===== src/soc_consts.svh =====
// constants for the safety output control block
`ifndef SOC_CONSTS_SVH
`define SOC_CONSTS_SVH
// register byte offsets
`define SOC_REG_CTRL 8'h00
`define SOC_REG_STATUS 8'h04
`define SOC_REG_EVENT 8'h08
`define SOC_REG_MASK 8'h0C
// control fields and reset value
`define SOC_CTRL_SENSOR_BIT 0
`define SOC_CTRL_CNT_LSB 1
`define SOC_CTRL_CNT_MSB 2
`define SOC_CTRL_RESET 32'h0000_0002
`define SOC_SENSOR_MAX 2'h2
// event bits
`define SOC_EVT_LOCK 0
`define SOC_EVT_OFF 1
`define SOC_EVT_DISC 2
`define SOC_EVT_MISM 3
`define SOC_EVT_W 4
`define SOC_MASK_RESET 4'h0
// status bits
`define SOC_ST_ON 0
`define SOC_ST_LOCK 1
`define SOC_ST_ILK 2
`define SOC_ST_MANUAL 3
`define SOC_ST_POLHI 4
`define SOC_ST_TEST 5
`define SOC_ST_INOK 6
`define SOC_ST_MISM 7
`define SOC_ST_DISC 8
`define SOC_ST_BEAM 9
`define SOC_ST_INIT 10
// bus responses
`define SOC_RESP_OKAY 2'h0
`define SOC_RESP_SLVERR 2'h2
// timing: clock rate, channel skew limit, diagnosis period
`define SOC_CLK_KHZ 25000
`define SOC_DISC_TIME_MS 1000
`define SOC_DIAG_PERIOD_MS 10
`endif


===== src/soc_pkg.sv =====
// types shared by the safety output control modules
package soc_pkg;
  typedef enum logic [2:0] {SOC_BOOT, SOC_OFF, SOC_ON, SOC_ILK, SOC_LOCK} soc_state_t;
  typedef logic [31:0] soc_word_t;
  typedef logic [7:0] soc_addr_t;
endpackage : soc_pkg


===== src/soc_chk_if.sv =====
// carrier between the core and its checking helpers
`timescale 1ns/10ps
`default_nettype none
interface soc_chk_if;
  logic chA;
  logic chB;
  logic discFault;
  logic hwFault;
  logic fbMismatch;
  logic diagFault;
  logic diagDone;
  modport pairMp (input chA, input chB, output discFault);
  modport diagMp (input hwFault, input fbMismatch, output diagFault, output diagDone);
  modport coreMp (output chA, output chB, input discFault, output hwFault,
    output fbMismatch, input diagFault, input diagDone);
endinterface : soc_chk_if
`default_nettype wire


===== src/soc_top.sv =====
// safety output control: state machine, register slave, interrupt
//
// Design decisions made here: the register offsets and the AXI4-Lite slave port.
`timescale 1ns/10ps
`default_nettype none
`include "soc_consts.svh"
module soc_top #(
  parameter int unsigned DISC_CYCLES = `SOC_DISC_TIME_MS * `SOC_CLK_KHZ,
  parameter int unsigned DIAG_CYCLES = `SOC_DIAG_PERIOD_MS * `SOC_CLK_KHZ
) (
  input wire logic mclk, // 25 MHz clock
  input wire logic rst_n, // async reset, active low
  input wire logic ce, // clock enable, freezes state when low
  input wire logic beamClear, // all beams received
  input wire logic hwFault, // internal self-test failure
  input wire logic fbA, // output a readback
  input wire logic fbB, // output b readback
  input wire logic polSenseHigh, // polarity strap at +V
  input wire logic polSenseLow, // polarity strap at 0V
  input wire logic ilkSenseHigh, // interlock strap at +V
  input wire logic ilkSenseLow, // interlock strap at 0V
  input wire logic testSenseHigh, // test/reset line at +V
  input wire logic testSenseLow, // test/reset line at 0V
  input wire logic in1High, // safety input 1 at +V
  input wire logic in1Low, // safety input 1 at 0V
  input wire logic in2High, // safety input 2 at +V
  input wire logic in2Low, // safety input 2 at 0V
  input wire logic s_axi_awvalid, // write address valid
  output logic s_axi_awready, // write address ready
  input wire soc_pkg::soc_addr_t s_axi_awaddr, // write address
  input wire logic s_axi_wvalid, // write data valid
  output logic s_axi_wready, // write data ready
  input wire soc_pkg::soc_word_t s_axi_wdata, // write data
  input wire logic [3:0] s_axi_wstrb, // byte strobes
  output logic s_axi_bvalid, // write response valid
  input wire logic s_axi_bready, // write response ready
  output logic [1:0] s_axi_bresp, // write response
  input wire logic s_axi_arvalid, // read address valid
  output logic s_axi_arready, // read address ready
  input wire soc_pkg::soc_addr_t s_axi_araddr, // read address
  output logic s_axi_rvalid, // read data valid
  input wire logic s_axi_rready, // read data ready
  output soc_pkg::soc_word_t s_axi_rdata, // read data
  output logic [1:0] s_axi_rresp, // read response
  output logic safetyOutA, // safety_out_a
  output logic safetyOutB, // safety_out_b
  output logic rxRedInd, // receiver output indicator red
  output logic txRedInd, // emitter operation indicator red
  output logic lockoutInd, // lockout state
  output logic irq // level interrupt
);
  import soc_pkg::*;

  ////////////////////////////////////////////////////////////////////////
  // strap capture after reset release
  logic strapTaken_q, highSide_q, manual_q, strapBad_q;
  always_ff @(posedge mclk or negedge rst_n) begin
    if (!rst_n) begin
      strapTaken_q <= 1'b0;
      highSide_q <= 1'b0;
      manual_q <= 1'b0;
      strapBad_q <= 1'b0;
    end else if (ce && !strapTaken_q) begin
      strapTaken_q <= 1'b1;
      highSide_q <= polSenseHigh;
      strapBad_q <= polSenseHigh == polSenseLow;
      manual_q <= ilkSenseHigh || ilkSenseLow;
    end
  end

  ////////////////////////////////////////////////////////////////////////
  // registers written by software
  logic sensorMode_q;
  logic [1:0] sensorCnt_q;
  logic [`SOC_EVT_W-1:0] evt_q, mask_q, evtSet, evtClr;
  logic wrDo;
  soc_addr_t wrAddr_q;
  soc_word_t wrData_q;
  logic [3:0] wrStrb_q;
  assign wrDo = !s_axi_awready && !s_axi_wready && !s_axi_bvalid;

  // control and mask registers; illegal sensor counts are ignored
  always_ff @(posedge mclk or negedge rst_n) begin
    if (!rst_n) begin
      sensorMode_q <= 1'(`SOC_CTRL_RESET >> `SOC_CTRL_SENSOR_BIT);
      sensorCnt_q <= 2'(`SOC_CTRL_RESET >> `SOC_CTRL_CNT_LSB);
      mask_q <= `SOC_MASK_RESET;
    end else if (ce && wrDo && wrStrb_q[0]) begin
      if (wrAddr_q == `SOC_REG_CTRL) begin
        sensorMode_q <= wrData_q[`SOC_CTRL_SENSOR_BIT];
        if (wrData_q[`SOC_CTRL_CNT_MSB:`SOC_CTRL_CNT_LSB] != 2'h0 &&
            wrData_q[`SOC_CTRL_CNT_MSB:`SOC_CTRL_CNT_LSB] <= `SOC_SENSOR_MAX) begin
          sensorCnt_q <= wrData_q[`SOC_CTRL_CNT_MSB:`SOC_CTRL_CNT_LSB];
        end
      end else if (wrAddr_q == `SOC_REG_MASK) begin
        mask_q <= wrData_q[`SOC_EVT_W-1:0];
      end
    end
  end

  ////////////////////////////////////////////////////////////////////////
  // input qualification
  logic ch1Act, ch2Act, ch1Opp, ch2Opp, unusedContact, inputOk, mismatch;
  logic testAtRail, testActive, testPrev_q, resetEvt, onCond;
  soc_chk_if chk ();
  assign ch1Act = highSide_q ? in1High : in1Low;
  assign ch2Act = highSide_q ? in2High : in2Low;
  assign ch1Opp = highSide_q ? in1Low : in1High;
  assign ch2Opp = highSide_q ? in2Low : in2High;
  // contact pair left unused: ch1 at +V, ch2 at 0V
  assign unusedContact = in1High && !in1Low && in2Low && !in2High;
  assign inputOk = (ch1Act && ch2Act) || (!sensorMode_q && unusedContact);
  assign mismatch = sensorMode_q && (ch1Opp || ch2Opp);
  assign chk.chA = ch1Act || (!sensorMode_q && unusedContact);
  assign chk.chB = ch2Act || (!sensorMode_q && unusedContact);
  // test line sense flips with the reset mode
  assign testAtRail = highSide_q ? testSenseHigh : testSenseLow;
  assign testActive = manual_q ? testAtRail : !testAtRail;
  assign resetEvt = manual_q && testPrev_q && !testActive;
  assign onCond = beamClear && !testActive && inputOk && !mismatch &&
                  !chk.discFault;

  always_ff @(posedge mclk or negedge rst_n) begin
    if (!rst_n) begin
      testPrev_q <= 1'b0;
    end else if (ce) begin
      testPrev_q <= testActive;
    end
  end

  soc_pair_mon #(.LIMIT(DISC_CYCLES)) uPair (
    .mclk(mclk),
    .rst_n(rst_n),
    .ce(ce),
    .chk(chk)
  );

  ////////////////////////////////////////////////////////////////////////
  // self-diagnosis
  logic initDone_q, outPrev_q;
  assign chk.hwFault = hwFault;
  // readback checked only once the command has settled
  assign chk.fbMismatch = (outPrev_q == safetyOutA) &&
                          ((fbA != safetyOutA) || (fbB != safetyOutB));
  soc_diag #(.PERIOD(DIAG_CYCLES)) uDiag (
    .mclk(mclk),
    .rst_n(rst_n),
    .ce(ce),
    .chk(chk)
  );
  always_ff @(posedge mclk or negedge rst_n) begin
    if (!rst_n) begin
      initDone_q <= 1'b0;
      outPrev_q <= 1'b0;
    end else if (ce) begin
      outPrev_q <= safetyOutA;
      if (chk.diagDone) begin
        initDone_q <= 1'b1;
      end
    end
  end

  ////////////////////////////////////////////////////////////////////////
  // output state machine
  soc_state_t state_q, state_d;
  logic lockReq;
  assign lockReq = chk.diagFault || (strapTaken_q && strapBad_q);
  always_comb begin
    state_d = state_q;
    if (lockReq || state_q == SOC_LOCK) begin
      state_d = SOC_LOCK;
    end else begin
      case (state_q)
        SOC_BOOT: begin
          if (initDone_q && strapTaken_q) begin
            state_d = manual_q ? SOC_ILK : SOC_OFF;
          end
        end
        SOC_OFF: begin
          if (manual_q && !beamClear) begin
            state_d = SOC_ILK;
          end else if (onCond) begin
            state_d = SOC_ON;
          end
        end
        SOC_ON: begin
          if (!onCond) begin
            state_d = (manual_q && !beamClear) ? SOC_ILK : SOC_OFF;
          end
        end
        SOC_ILK: begin
          if (resetEvt && onCond) begin
            state_d = SOC_ON;
          end
        end
        default: begin
          state_d = SOC_LOCK;
        end
      endcase
    end
  end

  // state and pin outputs; both outputs share one decision
  always_ff @(posedge mclk or negedge rst_n) begin
    if (!rst_n) begin
      state_q <= SOC_BOOT;
      safetyOutA <= 1'b0;
      safetyOutB <= 1'b0;
      rxRedInd <= 1'b0;
      txRedInd <= 1'b0;
      lockoutInd <= 1'b0;
    end else if (ce) begin
      state_q <= state_d;
      safetyOutA <= state_d == SOC_ON;
      safetyOutB <= state_d == SOC_ON;
      rxRedInd <= !beamClear;
      txRedInd <= !beamClear;
      lockoutInd <= state_d == SOC_LOCK;
    end
  end

  ////////////////////////////////////////////////////////////////////////
  // sticky events, write one to clear, set wins
  logic discPrev_q, mismPrev_q;
  assign evtSet = {mismatch && !mismPrev_q, chk.discFault && !discPrev_q,
                   safetyOutA && state_d != SOC_ON,
                   state_d == SOC_LOCK && state_q != SOC_LOCK};
  assign evtClr = (wrDo && wrStrb_q[0] && wrAddr_q == `SOC_REG_EVENT) ?
                  wrData_q[`SOC_EVT_W-1:0] : 4'h0;
  always_ff @(posedge mclk or negedge rst_n) begin
    if (!rst_n) begin
      evt_q <= 4'h0;
      discPrev_q <= 1'b0;
      mismPrev_q <= 1'b0;
      irq <= 1'b0;
    end else if (ce) begin
      evt_q <= (evt_q & ~evtClr) | evtSet;
      discPrev_q <= chk.discFault;
      mismPrev_q <= mismatch;
      irq <= |(((evt_q & ~evtClr) | evtSet) & mask_q);
    end
  end

  ////////////////////////////////////////////////////////////////////////
  // write channels: address and data taken in either order
  always_ff @(posedge mclk or negedge rst_n) begin
    if (!rst_n) begin
      s_axi_awready <= 1'b1;
      s_axi_wready <= 1'b1;
      s_axi_bvalid <= 1'b0;
      s_axi_bresp <= `SOC_RESP_OKAY;
      wrAddr_q <= 8'h00;
      wrData_q <= 32'h0000_0000;
      wrStrb_q <= 4'h0;
    end else if (ce) begin
      if (s_axi_awvalid && s_axi_awready) begin
        s_axi_awready <= 1'b0;
        wrAddr_q <= s_axi_awaddr;
      end
      if (s_axi_wvalid && s_axi_wready) begin
        s_axi_wready <= 1'b0;
        wrData_q <= s_axi_wdata;
        wrStrb_q <= s_axi_wstrb;
      end
      if (wrDo) begin
        s_axi_bvalid <= 1'b1;
        if (wrAddr_q == `SOC_REG_CTRL || wrAddr_q == `SOC_REG_MASK ||
            wrAddr_q == `SOC_REG_EVENT || wrAddr_q == `SOC_REG_STATUS) begin
          s_axi_bresp <= `SOC_RESP_OKAY;
        end else begin
          s_axi_bresp <= `SOC_RESP_SLVERR;
        end
      end else if (s_axi_bvalid && s_axi_bready) begin
        s_axi_bvalid <= 1'b0;
        s_axi_awready <= 1'b1;
        s_axi_wready <= 1'b1;
      end
    end
  end

  // read channel with one cycle of latency
  soc_word_t status;
  always_comb begin
    status = 32'h0000_0000;
    status[`SOC_ST_ON] = safetyOutA;
    status[`SOC_ST_LOCK] = state_q == SOC_LOCK;
    status[`SOC_ST_ILK] = state_q == SOC_ILK;
    status[`SOC_ST_MANUAL] = manual_q;
    status[`SOC_ST_POLHI] = highSide_q;
    status[`SOC_ST_TEST] = testActive;
    status[`SOC_ST_INOK] = inputOk;
    status[`SOC_ST_MISM] = mismatch;
    status[`SOC_ST_DISC] = chk.discFault;
    status[`SOC_ST_BEAM] = beamClear;
    status[`SOC_ST_INIT] = initDone_q;
  end
  always_ff @(posedge mclk or negedge rst_n) begin
    if (!rst_n) begin
      s_axi_arready <= 1'b1;
      s_axi_rvalid <= 1'b0;
      s_axi_rdata <= 32'h0000_0000;
      s_axi_rresp <= `SOC_RESP_OKAY;
    end else if (ce) begin
      if (s_axi_arvalid && s_axi_arready) begin
        s_axi_arready <= 1'b0;
        s_axi_rvalid <= 1'b1;
        s_axi_rresp <= `SOC_RESP_OKAY;
        if (s_axi_araddr == `SOC_REG_CTRL) begin
          s_axi_rdata <= {29'h0, sensorCnt_q, sensorMode_q};
        end else if (s_axi_araddr == `SOC_REG_STATUS) begin
          s_axi_rdata <= status;
        end else if (s_axi_araddr == `SOC_REG_EVENT) begin
          s_axi_rdata <= {28'h0, evt_q};
        end else if (s_axi_araddr == `SOC_REG_MASK) begin
          s_axi_rdata <= {28'h0, mask_q};
        end else begin
          s_axi_rdata <= 32'h0000_0000;
          s_axi_rresp <= `SOC_RESP_SLVERR;
        end
      end else if (s_axi_rvalid && s_axi_rready) begin
        s_axi_rvalid <= 1'b0;
        s_axi_arready <= 1'b1;
      end
    end
  end

  ////////////////////////////////////////////////////////////////////////
  // assertions
  property p_boot_diag;
    @(posedge mclk) disable iff (!rst_n || !ce)
    (state_q == SOC_BOOT && !lockReq) |-> ##[1:4] state_q != SOC_BOOT;
  endproperty
  a_boot_diag: assert property (p_boot_diag) else $error("power-up diagnosis stalled");
  property p_diag_lock;
    @(posedge mclk) disable iff (!rst_n || !ce)
    chk.diagFault |=> (state_q == SOC_LOCK && !safetyOutA && !safetyOutB);
  endproperty
  a_diag_lock: assert property (p_diag_lock) else $error("fault did not lock out");
  property p_lock_stays;
    @(posedge mclk) disable iff (!rst_n)
    state_q == SOC_LOCK |=> (state_q == SOC_LOCK && !safetyOutA);
  endproperty
  a_lock_stays: assert property (p_lock_stays) else $error("lockout left");
  property p_same_out;
    @(posedge mclk) disable iff (!rst_n)
    safetyOutA == safetyOutB;
  endproperty
  a_same_out: assert property (p_same_out) else $error("outputs differ");
  property p_ilk_hold;
    @(posedge mclk) disable iff (!rst_n || !ce)
    (state_q == SOC_ILK && !resetEvt) |=> !safetyOutA;
  endproperty
  a_ilk_hold: assert property (p_ilk_hold) else $error("interlock released early");
  property p_input_off;
    @(posedge mclk) disable iff (!rst_n || !ce)
    (!inputOk || mismatch) |=> !safetyOutA;
  endproperty
  a_input_off: assert property (p_input_off) else $error("input off yet on");
  property p_blocked;
    @(posedge mclk) disable iff (!rst_n || !ce)
    !beamClear |=> (!safetyOutA && rxRedInd && txRedInd);
  endproperty
  a_blocked: assert property (p_blocked) else $error("blocked area not off");
  property p_auto_on;
    @(posedge mclk) disable iff (!rst_n || !ce)
    (state_q == SOC_OFF && !manual_q && onCond && !lockReq) |=> safetyOutA;
  endproperty
  a_auto_on: assert property (p_auto_on) else $error("auto reset did not turn on");
  property p_test_off;
    @(posedge mclk) disable iff (!rst_n || !ce)
    testActive |=> !safetyOutA;
  endproperty
  a_test_off: assert property (p_test_off) else $error("test did not force off");
  c_on: cover property (@(posedge mclk) disable iff (!rst_n) $rose(safetyOutA));
  c_lock: cover property (@(posedge mclk) disable iff (!rst_n) $rose(lockoutInd));
  c_ilk_reset: cover property (@(posedge mclk) disable iff (!rst_n)
    state_q == SOC_ILK ##1 state_q == SOC_ON);
endmodule : soc_top
`default_nettype wire


===== src/soc_pair_mon.sv =====
// two-channel skew monitor for the safety input
`timescale 1ns/10ps
`default_nettype none
module soc_pair_mon #(
  parameter int unsigned LIMIT = 25000000
) (
  input wire logic mclk, // system clock
  input wire logic rst_n, // async reset, active low
  input wire logic ce, // clock enable
  soc_chk_if.pairMp chk // channel levels in, fault out
);
  logic [31:0] cnt_q;
  logic disc_q;
  assign chk.discFault = disc_q;
  // count while channels differ; fault holds until they agree again
  always_ff @(posedge mclk or negedge rst_n) begin
    if (!rst_n) begin
      cnt_q <= 32'h0000_0000;
      disc_q <= 1'b0;
    end else if (ce) begin
      if (chk.chA == chk.chB) begin
        cnt_q <= 32'h0000_0000;
        disc_q <= 1'b0;
      end else if (cnt_q >= 32'(LIMIT - 1)) begin
        disc_q <= 1'b1;
      end else begin
        cnt_q <= cnt_q + 32'h0000_0001;
      end
    end
  end
endmodule : soc_pair_mon
`default_nettype wire


===== src/soc_diag.sv =====
// self-diagnosis scheduler: at power-up, then every period
`timescale 1ns/10ps
`default_nettype none
module soc_diag #(
  parameter int unsigned PERIOD = 250000
) (
  input wire logic mclk, // system clock
  input wire logic rst_n, // async reset, active low
  input wire logic ce, // clock enable
  soc_chk_if.diagMp chk // fault sources in, verdict out
);
  logic [31:0] cnt_q;
  logic done_q;
  logic fault_q;
  assign chk.diagDone = done_q;
  assign chk.diagFault = fault_q;
  // counter at zero after reset runs the first check at once
  always_ff @(posedge mclk or negedge rst_n) begin
    if (!rst_n) begin
      cnt_q <= 32'h0000_0000;
      done_q <= 1'b0;
      fault_q <= 1'b0;
    end else if (ce) begin
      done_q <= (cnt_q == 32'h0000_0000);
      fault_q <= (cnt_q == 32'h0000_0000) && (chk.hwFault || chk.fbMismatch);
      if (cnt_q == 32'h0000_0000) begin
        cnt_q <= 32'(PERIOD - 1);
      end else begin
        cnt_q <= cnt_q - 32'h0000_0001;
      end
    end
  end
endmodule : soc_diag
`default_nettype wire


===== config.mk =====
export PLATFORM = sky130hd
export DESIGN_NAME = soc_top
export DESIGN_NICKNAME = d
export VERILOG_FILES = /design/src/soc_pkg.sv /design/src/soc_chk_if.sv /design/src/soc_top.sv /design/src/soc_pair_mon.sv /design/src/soc_diag.sv
export VERILOG_INCLUDE_DIRS = /design/src
export SDC_FILE = /design/constraint.sdc
export NUM_CORES = 1
export LEC_CHECK = 0
export ABC_AREA = 1
export CORE_UTILIZATION = 60
export CTS_BUF_LIST = sky130_fd_sc_hd__clkbuf_4 sky130_fd_sc_hd__clkbuf_8
export CTS_CLUSTER_DIAMETER = 120
export DETAILED_ROUTE_END_ITERATION = 8
export DONT_BUFFER_PORTS = 1
export PLACE_DENSITY_LB_ADDON = 0.25
export SETUP_SLACK_MARGIN = 0.3
export SLEW_MARGIN = 20
export SYNTH_ARGS = -nofsm -noshare
export SYNTH_HDL_FRONTEND = slang
export SYNTH_HIERARCHICAL = 1
export SYNTH_SLANG_ARGS = --single-unit

===== constraint.sdc =====
create_clock -name mclk -period 4.3 [get_ports mclk]
set_input_delay 1.29 -clock mclk [delete_from_list [all_inputs] [get_ports mclk]]
set_output_delay 1.29 -clock mclk [all_outputs]
set_load 0.05 [all_outputs]

=== Yosys cells after proc, flatten, opt, wreduce, memory -nomap -nowiden ===
Index checks and enable logic that the tools add are counted.
Widths: inputs -> output; s select.

* Flip-flop bits (word level): 148
* Input port bits: 74

* Add/subtract/negate cells: 2
* Reduce and logical (&&, ||, !) cells: 82
* Equal/unequal tests: 20
* Bitwise gates (word level): 5
* Muxes and demuxes: 42
* Magnitude comparators: 2

{| class="wikitable"
|+ Operator list
! kind !! count
|-
| $mux 32 || 3
|-
| $logic_and 1x1->1 || 35
|-
| $add 32x1->32 const B || 1
|-
| $eq 8x4->1 const B || 4
|-
| $ge 32x25->1 const B || 1
|-
| $logic_not 32->1 || 1
|-
| $sub 32x1->32 const B || 1
|-
| $mux 11 || 2
|-
| $mux 1 || 20
|-
| $reduce_and 2->1 || 10
|-
| $mux 3 || 6
|-
| $eq 8x3->1 const B || 2
|-
| $logic_not 8->1 || 2
|-
| $logic_not 1->1 || 14
|-
| $mux 2 || 7
|-
| $logic_or 1x1->1 || 12
|-
| $mux 4 || 3
|-
| $pmux 3 s4 || 1
|-
| $eq 3x2->1 const B || 3
|-
| $and 4x4->4 || 2
|-
| $reduce_bool 2->1 || 4
|-
| $eq 3x3->1 const B || 2
|-
| $reduce_and 3->1 || 2
|-
| $not 4->4 || 1
|-
| 11 further kinds || 14
|}

=== Logic depth before layout (Yosys ltp) ===
* Depth in word-level cells: 18
* Gate-level depth with buffers: 16
* Mapped depth without buffers: 16

=== By module ===
The synthesis kept the hierarchy.

{| class="wikitable"
|+ Modules (own cells, without submodules)
! module !! sequential area each (um^2) !! area an instance (um^2) !! times used !! cells an instance
|-
| soc_top || 1456.4 || 2959.1 || 1 || 360
|-
| soc_pair_mon || 825.8 || 2198.4 || 1 || 332
|-
| soc_diag || 850.8 || 2070.7 || 1 || 297
|}

=== Worst setup path after synthesis ===
Ideal clock, no wire load.

* Path type: input to register
* From: input in2Low
* To: register uPair.cnt_q[13]
* Data arrival time: 2.352 ns
* Buffers on the path: 2
* Slack: 1.832 ns
* Cell stages on the path: 10
* Cells stage by stage: inv_1 -> nor2_1 -> nand3_1 -> nand3_1 -> xnor2_1 -> buf_2 -> buf_2 -> nor2_1 -> nand2_1 -> nand2_1

* Word-level cells in the longest chain between the ends: 7
* Elaborated cells on any way between the ends: 10

{| class="wikitable"
|+ Ends and longest elaborated chain
! what !! line !! RTL
|-
| from (decl) || soc_top.sv:27 || <nowiki>input wire logic in2Low,</nowiki>
|-
| $logic_and 1x1->1 (2 in a row) || soc_top.sv:111 || <nowiki>assign unusedContact = in1High && !in1Low && in2Low && !in2High;</nowiki>
|-
| $logic_and 1x1->1 || soc_top.sv:115 || <nowiki>assign chk.chB = ch2Act || (!sensorMode_q && unusedContact);</nowiki>
|-
| $logic_or 1x1->1 * || soc_top.sv:115 ||
|-
| net chk.chB || soc_chk_if.sv:6 || <nowiki>logic chB;</nowiki>
|-
| $eq 1x1->1 * || soc_pair_mon.sv:21 || <nowiki>if (chk.chA == chk.chB) begin</nowiki>
|-
| $ne 2x1->1 (no source line) || - ||
|-
| $reduce_and 2->1 (no source line) || - ||
|-
| to (signal assigned) || soc_pair_mon.sv:27 || <nowiki>cnt_q <= cnt_q + 32'h0000_0001;</nowiki>
|-
| to (decl) || soc_pair_mon.sv:12 || <nowiki>logic [31:0] cnt_q;</nowiki>
|}

The timed path passes the listed nets; every way through them passes the cells marked *.
A chain may end at the register's enable or synchronous reset.

==> summary.txt <==
Synthesis
  – #FFs+latches synth: 125
  – Register area share after synthesis: 43.3%
  – Mapped cell area: 7230 sq um
  – Post-synth EDFFs: 0
  – Synth async-reset ratio: 100%
  – Synth top area cells: dfrtp_1 42%, nand2_1 13%, nor2_1 8.9%
  – Post-synth top cells: 253 x nand2_1, 171 x nor2_1, 121 x dfrtp_1, 108 x inv_1, 76 x nand3_1
  – Yosys top cell area share: between 40% and 50%
  – Synth cell types: 45
  – Post-Synthesis Cells: roughly 990
  – Synth Flop Type: dfrtp_1
  – Area leader, netlist: dfrtp_1
  – Cell with the most instances after synthesis: nand2_1
  – Syn Area/Cell: 7.31 sq um
  – YS warnings: 6

Clock tree
  – CTS Hold Bufs: 0
  – Clk sinks: 125
  – CTS clk-pin slew, worst paths: ~0.070 ns
  – CTS H-Tree Depth: 4
  – Post_cts resized: 0
  – Max clock buf depth: 2
  – Setup bufs post-CTS: 0
  – CTS root buffer: clkbuf_8
  – Num CTS Buffers: 17
  – TritonCTS clock tree: yes
  – Skew-Pair Late Insertion Delay: 0.45 ns

Critical path
  – Worst-case reg-to-reg path depth: 10
  – Crit Path Category: reg -> out
  – CP Depth: 0
  – Largest fanout on the critical path: 6
  – Reg2Reg Setup Slack: 2.12 ns
  – Worst setup path end: safetyOutA
  – R2R Path Start: uPair/cnt_q[0]
  – Critical Path Source: safetyOutB
  – Startpoint Class: flip-flop
  – CP endpoint kind: primary output
  – Endpoint of the worst register-to-register path: uPair/cnt_q[14]
  – Crit path DAT: 1.54 ns
  – Worst Path Required: 3.01 ns

Floorplan
  – Row count: 39
  – Die width: 112 um
  – Die height: ~110 um
  – Starting Density: 62.5%
  – Io pins: about 120
  – Die Area: 12,500 sq um
  – Core area: 11,600 sq um

Route
  – DR pass1 iterations: 9
  – DRC: 14
  – Routed WL: 14.9 mm
  – Initial DRC count: 410
  – Vias: between 6,000 and 7,000
  – Drt via density: between 5 and 6
  – ANT nets after route: 0
  – WL/cell: 13.0 um

Power and ir drop
  – Net Sw Frac: 34.9%
  – VDD IR max: 0.000232 V
  – Part of the power in registers: a little under half
  – LEAKAGE: 0.00374 uW
  – Pwr Density: 471 nW/um^2
  – Clk pwr share: 33.1%
  – Int Power: 2360 uW
  – Switching power: 1270 uW
  – Comb power frac: between 10% and 20%

Placement
  – Placed instance area: 7210 sq um
  – Port buffer count: 0
  – Hpwl dp: about 10 mm
  – Gp weighted congestion: ~0.87

STA
  – Slew @ Worst Pin: ~1.1 ns
  – RSZ-0062 raised after global routing: no
  – Final Max Slew Viols: 0
  – FMAX: 353 MHz
  – Slew HR: 25.3%
  – Fin crit share: between 60% and 70%
  – Endpoints failing setup: 0
  – Final Critical Period: 2.83 ns
  – Final Hold Violating Endpoints: 0
  – Worst Skew: 0.0118 ns
  – Setup_tns: 0 ns

Cells and area
  – Layout net count: 1,068
  – Post-Layout Inst Area: roughly 7700 sq um
  – Reg area: 3130 sq um
  – Layout cells sized above 1: 9.95%
  – Fillers: 992
  – Core Util, Final: 66.4%
  – P&R area growth vs syn: 6.25%
  – Area of the multi-input gates: 3450 sq um
  – Ant. Diodes: 0

Global route
  – Largest net degree at the start of global routing: 126
  – First-pass GRT wire length: approximately 26 mm
  – Gr usage total: a little over a quarter
  – GRT overflow: 0
  – Vias in the first global route: 5,721
  – Initial antenna violation count: 0

Run status
  – Status: finished, violations left
  – Failing checks: DRC

Worst hold path
  – Hold depth: 2
  – Hold Crit Class: reg -> reg

Flow run
  – # Max-Cap Violations: 0
==> through the flow <==
stage	std cells	hold WS (ns)	setup WS, ns	total power (uW)
floorplan	1011	0.442	1.83	2300
global placement	1116	0.464	1.55	2420
detailed placement	1116	0.472	1.53	2440
CTS	1148	0.486	1.45	3650
global route	1148	0.494	1.45	3840
finish	1148	0.484	1.47	3620
==> worst min path at each step <==
stage                         endpoint  slack (ns)                from
global placement    uDiag/chk.diagDone        0.46  uDiag/chk.diagDone
finish                      initDone_q        0.48  uDiag/chk.diagDone
floorplan                   initDone_q        0.44  uDiag/chk.diagDone
CTS                        wrAddr_q[4]        0.49               rst_n
detailed placement          mismPrev_q        0.47          mismPrev_q
global route            s_axi_rresp[1]        0.49               rst_n
==> kinds of logic (layout without fill, tap and decap cells) <==
kind of cell	after synthesis	count (layout)	synth area share (%)
DFF	125	125	43.3
buffers and inverters	154	148	10.2
and+or+nand+nor	580	580	35.1
AOI/OAI and AO/OA	102	102	7.79
other	1	23	0.0519
adders and majority gates	2	2	0.346
xor gates and xnor gates	19	19	2.30
muxes	6	6	0.935
==> state kept, by name (all words and copies together), names as in the netlist, 2 cells and up <==
signal and cells:
uPair/cnt_q 32, wrAddr_q 8, state_q 3, wrData_q 4, mask_q 4, sensorCnt_q 2
uDiag/cnt_q 32, s_axi_rdata 11, evt_q 4
==> per-layer routing <==
layer | up-vias | share of wire [%] | global-route usage (%) | wire length (um)
li1 | 3094 | - | - | -
met1 | 2767 | 46 | 34.1 | 6820
met2 | 175 | 46 | 41.7 | 6890
met3 | 27 | 5.9 | 5.77 | 878
met4 | 0 | 2.0 | 11.2 | 301
met5 | - | 0 | 0 | 0
==> final cells by class <==
class / count / area share (%)
well taps: 143 / 2.33
clock buffers: 19 / 3.32
inverters: 113 / 5.56
clock inverters: 13 / 2.79
flip-flops and latches: 125 / 40.8
multi-input cells: 732 / 44.9
repair buffers: 3 / 0.293
==> power groups by stage <==
stage               clock network, uW  registers (uW)  logic [uW]
floorplan                           0            1680         620
global placement                    0            1730         687
detailed placement                  0            1740         702
CTS                              1230            1720         708
global route                     1270            1750         812
finish                           1200            1720         704
==> layout by cell type, fill, tap and decap left out, types with 4 or more instances in the layout <==
master and count:
a21oi_1 19, bufinv_16 5, clkbuf_8 18, clkinv_4 4
conb_1 23, dfrtp_1 121, dfstp_2 4, inv_1 108
inv_2 4, mux2_2 6, nand2_1 253, nand2_2 12
nand3_1 76, nand3_2 5, nand4_1 13, nor2_1 171
nor2_2 17, nor3_1 15, o21ai_0 51, o21ai_1 13
o21bai_1 4, or2_2 5, xnor2_1 4, xor2_1 14
Note: power is estimated with default switching activity, not from simulation.
